File: src/include/fnd_pkg.sv
// ==========================================
// fractional-N divider settings: shared definitions
package fnd_pkg;

	// ==========================================
	// configuration word layout
	localparam int WORD_W = 24;
	localparam int SEL_W = 4;
	localparam logic [3:0] SEL_WORD_ZERO = 4'h0;
	localparam logic [3:0] SEL_WORD_ONE = 4'h1;
	localparam logic [3:0] SEL_WORD_TWO = 4'h2;
	localparam logic [3:0] SEL_WORD_THREE = 4'h3;

	// config_word_zero
	localparam int N_LO_POS = 16;
	localparam int N_LO_W = 8;
	localparam int NUM_LO_POS = 4;
	localparam int LO_W = 12;
	// config_word_one
	localparam int PUMP_POS = 17;
	localparam int PUMP_W = 4;
	localparam int N_HI_POS = 14;
	localparam int N_HI_W = 3;
	localparam int NUM_HI_POS = 4;
	localparam int HI_W = 10;
	// config_word_two
	localparam int BASE_LO_POS = 10;
	localparam int REF_POS = 4;
	localparam int REF_W = 6;
	// config_word_three
	localparam int WIDE_POS = 22;
	localparam int ORDER_POS = 18;
	localparam int ORDER_W = 2;
	localparam int BASE_HI_POS = 4;

	localparam int N_W = N_HI_W + N_LO_W;
	localparam int FRAC_W = HI_W + LO_W;

	// ==========================================
	// limits and codes
	localparam logic [10:0] N_MIN = 11'h037;
	localparam logic [10:0] N_MAX = 11'h7F7;
	localparam logic [1:0] ORDER_INTEGER = 2'h1;
	localparam logic [5:0] REF_DIV_16 = 6'h10;
	localparam logic [5:0] REF_DIV_32 = 6'h20;
	localparam logic [21:0] FRAC_ONE = 22'h00_0001;

	// ==========================================
	// reset values
	localparam logic [10:0] N_RESET = 11'h037;
	localparam logic [21:0] FRAC_RESET = 22'h00_0000;
	localparam logic [5:0] REF_RESET = 6'h01;
	localparam logic [3:0] PUMP_RESET = 4'h0;
	localparam logic [1:0] ORDER_RESET = 2'h1;

	// ==========================================
	// device status bits sent back over the link
	localparam int ST_W = 5;
	localparam int ST_N_BAD = 0;
	localparam int ST_REF_BAD = 1;
	localparam int ST_ALIGN_BAD = 2;
	localparam int ST_BASE_ZERO = 3;
	localparam int ST_BASE_ONE = 4;

	// ==========================================
	// host register map (AHB-Lite byte offsets)
	localparam logic [7:0] HOST_CMD_OFS = 8'h00;
	localparam logic [7:0] HOST_STATUS_OFS = 8'h04;
	localparam int HST_REFUSED = 0;
	localparam int HST_DEV_POS = 1;

	function automatic logic fnd_ref_legal(input logic [5:0] r);
		return (r != 6'h00) && ((r & (r - 6'h01)) == 6'h00);
	endfunction : fnd_ref_legal

	// even denominator at 16, multiple of four at 32
	function automatic logic fnd_align_bad(input logic [5:0] r, input logic [1:0] base_lsb);
		return ((r == REF_DIV_16) && base_lsb[0]) || ((r == REF_DIV_32) && (base_lsb != 2'h0));
	endfunction : fnd_align_bad

endpackage : fnd_pkg

File: src/include/fnd_link_if.sv
`timescale 1ns/100ps
// ==========================================
// word-level configuration link, serial framing left out
interface fnd_link_if;
	logic [23:0] cfg_word;
	logic cfg_strobe;
	logic [4:0] dev_status;

	modport host (
		output cfg_word,
		output cfg_strobe,
		input dev_status
	);

	modport device (
		input cfg_word,
		input cfg_strobe,
		output dev_status
	);
endinterface : fnd_link_if

File: src/hdl/fnd_device.sv
`timescale 1ns/100ps
module fnd_device
	import fnd_pkg::*;
(
	input wire logic mclk,
	input wire logic resetn,
	fnd_link_if.device link,
	input wire logic reference_input,
	output logic [10:0] feed_count,
	output logic [21:0] active_numerator,
	output logic [21:0] active_fraction_base,
	output logic [3:0] pump_gain_code,
	output logic [4:0] pump_multiple,
	output logic [5:0] ref_divide,
	output logic wide_fraction_select,
	output logic [1:0] modulator_order,
	output logic integer_mode,
	output logic cal_start,
	output logic pd_tick,
	output logic [10:0] cycle_count
);

	// ==========================================
	// word decode
	logic [3:0] sel;
	logic wr_zero;
	logic wr_one;
	logic wr_two;
	logic wr_three;

	assign sel = link.cfg_word[SEL_W-1:0];
	assign wr_zero = link.cfg_strobe && (sel == SEL_WORD_ZERO);
	assign wr_one = link.cfg_strobe && (sel == SEL_WORD_ONE);
	assign wr_two = link.cfg_strobe && (sel == SEL_WORD_TWO);
	assign wr_three = link.cfg_strobe && (sel == SEL_WORD_THREE);

	// ==========================================
	// staged high parts; not used until the low word lands
	logic [N_HI_W-1:0] n_hi_stage;
	logic [HI_W-1:0] num_hi_stage;
	logic [HI_W-1:0] base_hi_stage;

	always_ff @(posedge mclk or negedge resetn) begin
		if (!resetn) begin
			n_hi_stage <= N_RESET[N_W-1:N_LO_W];
			num_hi_stage <= FRAC_RESET[FRAC_W-1:LO_W];
		end else if (wr_one) begin
			n_hi_stage <= link.cfg_word[N_HI_POS +: N_HI_W];
			num_hi_stage <= link.cfg_word[NUM_HI_POS +: HI_W];
		end
	end

	always_ff @(posedge mclk or negedge resetn) begin
		if (!resetn) begin
			base_hi_stage <= FRAC_RESET[FRAC_W-1:LO_W];
		end else if (wr_three) begin
			base_hi_stage <= link.cfg_word[BASE_HI_POS +: HI_W];
		end
	end

	// ==========================================
	// applied settings
	logic [21:0] numerator;
	logic [21:0] fraction_base;

	always_ff @(posedge mclk or negedge resetn) begin
		if (!resetn) begin
			feed_count <= N_RESET;
			numerator <= FRAC_RESET;
		end else if (wr_zero) begin
			feed_count <= {n_hi_stage, link.cfg_word[N_LO_POS +: N_LO_W]};
			numerator <= {num_hi_stage, link.cfg_word[NUM_LO_POS +: LO_W]};
		end
	end

	// calibration kicks on every word zero, even a repeat
	always_ff @(posedge mclk or negedge resetn) begin
		if (!resetn) begin
			cal_start <= 1'b0;
		end else begin
			cal_start <= wr_zero;
		end
	end

	always_ff @(posedge mclk or negedge resetn) begin
		if (!resetn) begin
			pump_gain_code <= PUMP_RESET;
			pump_multiple <= 5'h01;
		end else if (wr_one) begin
			pump_gain_code <= link.cfg_word[PUMP_POS +: PUMP_W];
			pump_multiple <= {1'b0, link.cfg_word[PUMP_POS +: PUMP_W]} + 5'h01;
		end
	end

	always_ff @(posedge mclk or negedge resetn) begin
		if (!resetn) begin
			fraction_base <= FRAC_RESET;
			ref_divide <= REF_RESET;
		end else if (wr_two) begin
			fraction_base <= {base_hi_stage, link.cfg_word[BASE_LO_POS +: LO_W]};
			ref_divide <= link.cfg_word[REF_POS +: REF_W];
		end
	end

	always_ff @(posedge mclk or negedge resetn) begin
		if (!resetn) begin
			wide_fraction_select <= 1'b0;
			modulator_order <= ORDER_RESET;
		end else if (wr_three) begin
			wide_fraction_select <= link.cfg_word[WIDE_POS];
			modulator_order <= link.cfg_word[ORDER_POS +: ORDER_W];
		end
	end

	// narrow mode masks the high ten bits of both words
	assign active_numerator = wide_fraction_select ? numerator
		: {{HI_W{1'b0}}, numerator[LO_W-1:0]};
	assign active_fraction_base = wide_fraction_select ? fraction_base
		: {{HI_W{1'b0}}, fraction_base[LO_W-1:0]};
	assign integer_mode = (modulator_order == ORDER_INTEGER);

	// ==========================================
	// legality report; settings still apply, but the reference divider holds at zero while ref_divide is illegal
	logic ref_ok;

	assign ref_ok = fnd_ref_legal(ref_divide);

	always_ff @(posedge mclk or negedge resetn) begin
		if (!resetn) begin
			link.dev_status <= '0;
		end else begin
			link.dev_status[ST_N_BAD] <= (feed_count < N_MIN) || (feed_count > N_MAX);
			link.dev_status[ST_REF_BAD] <= !ref_ok;
			link.dev_status[ST_ALIGN_BAD] <=
				fnd_align_bad(ref_divide, active_fraction_base[1:0]);
			link.dev_status[ST_BASE_ZERO] <=
				!integer_mode && (active_fraction_base == FRAC_RESET);
			link.dev_status[ST_BASE_ONE] <=
				!integer_mode && (active_fraction_base == FRAC_ONE);
		end
	end

	// ==========================================
	// reference divider
	logic ref_meta;
	logic ref_sync;
	logic ref_prev;
	logic ref_rise;
	logic [5:0] ref_count;

	always_ff @(posedge mclk or negedge resetn) begin
		if (!resetn) begin
			ref_meta <= 1'b0;
			ref_sync <= 1'b0;
			ref_prev <= 1'b0;
		end else begin
			ref_meta <= reference_input;
			ref_sync <= ref_meta;
			ref_prev <= ref_sync;
		end
	end

	assign ref_rise = ref_sync && !ref_prev;

	// reference must stay below half of mclk to be seen
	always_ff @(posedge mclk or negedge resetn) begin
		if (!resetn) begin
			ref_count <= 6'h00;
			pd_tick <= 1'b0;
		end else begin
			pd_tick <= 1'b0;
			if (!ref_ok) begin
				ref_count <= 6'h00;
			end else if (ref_rise) begin
				if (ref_count >= ref_divide - 6'h01) begin
					ref_count <= 6'h00;
					pd_tick <= 1'b1;
				end else begin
					ref_count <= ref_count + 6'h01;
				end
			end
		end
	end

	// ==========================================
	// first-order fraction accumulator
	logic [21:0] acc;
	logic [22:0] sum;
	logic carry;

	assign sum = {1'b0, acc} + {1'b0, active_numerator};
	assign carry = (active_fraction_base != FRAC_RESET) && (sum >= {1'b0, active_fraction_base});

	always_ff @(posedge mclk or negedge resetn) begin
		if (!resetn) begin
			acc <= FRAC_RESET;
			cycle_count <= N_RESET;
		end else if (integer_mode) begin
			acc <= FRAC_RESET;
			if (pd_tick) begin
				cycle_count <= feed_count;
			end
		end else if (pd_tick) begin
			if (carry) begin
				acc <= 22'(sum - {1'b0, active_fraction_base});
				cycle_count <= feed_count + 11'h001;
			end else begin
				acc <= sum[21:0];
				cycle_count <= feed_count;
			end
		end
	end

endmodule : fnd_device

File: src/flat_wrapper.sv
// flat-port wrapper written by rule: the top's interface ports become plain ports
module fnd_device_flat import fnd_pkg::*;
  (mclk, resetn, reference_input, feed_count, active_numerator, active_fraction_base, pump_gain_code, pump_multiple, ref_divide, wide_fraction_select, modulator_order, integer_mode, cal_start, pd_tick, cycle_count, link_cfg_word, link_cfg_strobe, link_dev_status);
  fnd_link_if link_i ();
  input wire logic mclk;
  input wire logic resetn;
  input wire logic reference_input;
  output logic [10:0] feed_count;
  output logic [21:0] active_numerator;
  output logic [21:0] active_fraction_base;
  output logic [3:0] pump_gain_code;
  output logic [4:0] pump_multiple;
  output logic [5:0] ref_divide;
  output logic wide_fraction_select;
  output logic [1:0] modulator_order;
  output logic integer_mode;
  output logic cal_start;
  output logic pd_tick;
  output logic [10:0] cycle_count;
  input wire logic [$bits(link_i.cfg_word)-1:0] link_cfg_word;
  input wire logic [$bits(link_i.cfg_strobe)-1:0] link_cfg_strobe;
  output wire logic [$bits(link_i.dev_status)-1:0] link_dev_status;
  assign link_i.cfg_word = link_cfg_word;
  assign link_i.cfg_strobe = link_cfg_strobe;
  assign link_dev_status = link_i.dev_status;
  fnd_device u_core (.mclk(mclk), .resetn(resetn), .link(link_i), .reference_input(reference_input), .feed_count(feed_count), .active_numerator(active_numerator), .active_fraction_base(active_fraction_base), .pump_gain_code(pump_gain_code), .pump_multiple(pump_multiple), .ref_divide(ref_divide), .wide_fraction_select(wide_fraction_select), .modulator_order(modulator_order), .integer_mode(integer_mode), .cal_start(cal_start), .pd_tick(pd_tick), .cycle_count(cycle_count));
endmodule
File: config.mk
export PLATFORM = sky130hd
export DESIGN_NAME = fnd_device_flat
export DESIGN_NICKNAME = d
export VERILOG_FILES = /design/src/include/fnd_pkg.sv /design/src/include/fnd_link_if.sv /design/src/hdl/fnd_device.sv /design/src/flat_wrapper.sv
export SDC_FILE = /design/constraint.sdc
export NUM_CORES = 1
export LEC_CHECK = 0
export ABC_AREA = 1
export BUFFER_PORTS_ARGS = -buffer_cell sky130_fd_sc_hd__buf_2
export CORE_MARGIN = 2
export CORE_UTILIZATION = 55
export CTS_CLUSTER_SIZE = 8
export DETAILED_ROUTE_END_ITERATION = 10
export PLACE_DENSITY = 0.77
export SLEW_MARGIN = 20
export SYNTH_ARGS = -nofsm -noshare
export SYNTH_HDL_FRONTEND = slang
export SYNTH_SLANG_ARGS = --single-unit
File: constraint.sdc
create_clock -name mclk -period 4.67 [get_ports mclk]
set_clock_uncertainty 0.1 [all_clocks]
set_input_delay 1.1675 -clock mclk [delete_from_list [all_inputs] [get_ports mclk]]
set_output_delay 1.1675 -clock mclk [all_outputs]
set_load 0.03 [all_outputs]
==> impl_metrics.tcl <==
set metrics [dict create \
    fin_nets 1458 \
    drive_gt1_share_pct 15.1 \
    die_h_um 135 \
    seq_power_share_pct 29.1 \
    p_per_area_mw_per_mm2 540 \
    track_usage_pct 30.4 \
    setup.worst_path.end "u_core.cycle_count[0]" \
    internal-power_mw 3.17 \
    ir_drop_mv 0.397 \
    area_growth_syn_to_layout_pct 13.2 \
    worst_slack_ns 0.309 \
    status "finished clean" \
    cpMostUsedCell "nand2_1" \
    yosys.area.top_type "dfrtp_1" \
    coreArea_mm2 0.0167 \
    clkPwrFrac_pct 23.8 \
    start_kind "flop" \
    rr_worst_depth 30 \
    syn_area_mm2 0.00944 \
    pin_count 120 \
    cts_root_buf "clkbuf_16" \
    row_count 47 \
    clkSinkCount 145 \
    post-route-period-util_pct 93.4 \
    crit_type "reg2reg" \
    ys_ff_latch 145 \
    p_switching_mw 2.59 \
    final_cell_mix "nand2_1, inv_1, dfrtp_1" \
    leakagePower_nw 6.17 \
    whs_path_depth 0 \
    grt_antenna_before_repair 2 \
    syn_nets 1364 \
    cp_max_fo 13 \
    end_kind "flop" \
    antenna_cells 0 \
    path_clk_slew_ns 0.06 \
    r2r_setup_slack_ns 0.31 \
    synth_cells 1275 \
    crit_required_ns 4.95 \
    fill_cells 1492 \
    htree_levels 4 \
    place_congestion 1.02 \
    cts_buffer_depth 2 \
    fmax_ghz 0.229 \
    dp.cells 1566 \
    first_global_vias 8451 \
    slew_headroom_pct 31.8 \
    comb_power_share_pct 47.2 \
    io_buffers 119 \
    ys.flop_type "dfrtp_1" \
    ant_nets 0 \
    tightest_slew_ns 1.02 \
    synth_top_area_share_pct 35.0 \
    hpwl_mm 20.2 \
    final_common_cell "nand2_1" \
    cts_made_buffers 17 \
    async_flop_share_pct 100 \
    cp-startpoint "u_core.numerator[0]" \
    setup_violations 0 \
    synth_area_per_cell_um2 7.40 \
    netSwitchingFraction_pct 45.0 \
    fin_crit_ns 4.36 \
    hold_class "reg2reg" \
    dr.pass1.iters 7 \
    cts.hold.buffers_added 0 \
    wl_mm 27.2 \
    synth_area_leaders "dfrtp_1, nand2_1, ha_1" \
    holdWs_ns 0.252 \
    drt-wirelength-per-cell_um 17.0 \
    globalRouteOverflowTotal 0 \
    critPathSlowestCell "dfrtp_1" \
    timing.rr.start "u_core.numerator[0]" \
    die_x_um 135 \
    via_per_inst 5.59 \
    vias 8959 \
    finalNonFillerCells 1602 \
    design.die.area_mm2 0.0182 \
    clk_latency_ns 0.44 \
    arrival_ns 4.64 \
    yosys_warnings 0 \
    seq_area_frac_synth_pct 38.6 \
    slowest_delay_ns 0.40 \
    drc_errors 0 \
    grt_max_degree 92 \
    start_util_pct 56.5 \
    cap_violations 0 \
    grt_pass1_wl_mm 42.9 \
    cts_tree "done" \
    finalHoldViolations 0 \
    rr_endpoint "u_core.cycle_count[0]" \
    synth_edf_count 0 \
    pre_cts_ws_ns 0.208 \
    final-max-slew-violation-count 0 \
    yosys.cell_types.count 47 \
    drt_first_iter_violations 704 \
]
[cells in the mapped netlist (all sizes together), types with 3 or more instances]
master and instances:
nand2 409, inv 166, dfrtp 132, o21ai 100, nand3 92, nor2 68, ha 59, a21oi 53
buf 37, nand4 26, clkbuf 21, xnor2 18, nor3 15, xor2 15, dfstp 13, mux2 10
nand3b 7, o21bai 6, a21o 3, a22o 3, nor4 3, o21a 3
[cell families after synthesis]
| kind of cell | after synthesis | synth area share, % |
|---|---|---|
| AO/OA/AOI/OAI | 174 | 9.89 |
| XOR/XNOR | 33 | 3.06 |
| adder cells (fa/ha/maj) | 61 | 8.25 |
| buffers and inverters | 225 | 10.8 |
| flip-flops | 145 | 38.6 |
| multiplexers | 10 | 1.19 |
| AND/OR/NAND/NOR | 627 | 28.2 |
[worst min-delay path by stage]
stage / startpoint / slack (ns) / endpoint
finish: u_core.ref_meta / 0.25 / u_core.ref_sync
global route: u_core.ref_meta / 0.26 / u_core.ref_sync
floorplan: u_core.ref_meta / 0.23 / u_core.ref_sync
detailed placement: u_core.ref_meta / 0.24 / u_core.ref_sync
CTS: u_core.ref_meta / 0.25 / u_core.ref_sync
global placement: u_core.ref_meta / 0.24 / u_core.ref_sync
[per-layer routing]
metal | up-vias | part of all wire [%] | track usage [%] | wire, um
li1 | 4278 | - | - | -
met1 | 4188 | 43 | 41.0 | 11700
met2 | 409 | 45 | 46.7 | 12300
met3 | 82 | 8.1 | 7.36 | 2210
met4 | 2 | 3.7 | 13.5 | 1020
met5 | - | 0.044 | 0 | 12
[registers in the layout (all words and copies together) (netlist names), 2 cells and up]
| register | cells |
|---|---|
| u_core.acc | 22 |
| u_core.base_hi_stage | 10 |
| u_core.cycle_count | 11 |
| u_core.feed_count | 11 |
| u_core.fraction_base | 22 |
| u_core.link.dev_status | 5 |
| u_core.modulator_order | 2 |
| u_core.n_hi_stage | 3 |
| u_core.num_hi_stage | 10 |
| u_core.numerator | 22 |
| u_core.pump_gain_code | 4 |
| u_core.pump_multiple | 5 |
| u_core.ref_count | 6 |
| u_core.ref_divide | 6 |
[worst max-delay path: cells and delay by family (launching register included)]
family	cells	cell delay [ns]
flip-flops	1	0.40
AND/OR/NAND/NOR	20	2.00
buffers and inverters	6	0.61
adder cells (fa/ha/maj)	3	0.98
AO/OA/AOI/OAI	1	0.20
[power by group through the flow]
stage | registers (mW) | clock network (mW) | logic [mW]
after floorplan | 1.79 | 0 | 1.86
after global placement | 1.69 | 0 | 2.46
after detailed placement | 1.69 | 0 | 2.50
after CTS | 1.67 | 1.38 | 2.53
after global routing | 1.70 | 1.43 | 2.97
final | 1.68 | 1.37 | 2.72
[through the flow]
stage	utilization [%]	power (mW)	instance area (um2)	TNS (ns)
3_3_place_gp	60.0	4.15	10000	0
4_1_cts	63.4	5.57	10600	0
6_report	64.0	5.77	10700	0
2_1_floorplan	-	3.65	9440	0
3_5_place_dp	60.0	4.19	10000	0
5_1_grt	64.0	6.10	10700	-0.000594
[area by class of cell]
type / instances / area (um2) / share of cell area [%]
Sequential cell: 145 / 3640 / 34.1
Timing Repair Buffer: 132 / 712 / 6.66
Clock inverter: 12 / 134 / 1.25
Tap cell: 220 / 275 / 2.58
Multi-Input combinational cell: 906 / 4840 / 45.3
Clock buffer: 20 / 447 / 4.18
Inverter: 167 / 627 / 5.87
[timing repair]
item                                    4_1_cts  5_1_grt
endpoints found under the setup margin        0       30
buffers inserted                              0        3
gates resized for setup                       0        6
No activity file was read; power rests on OpenSTA's default activity.
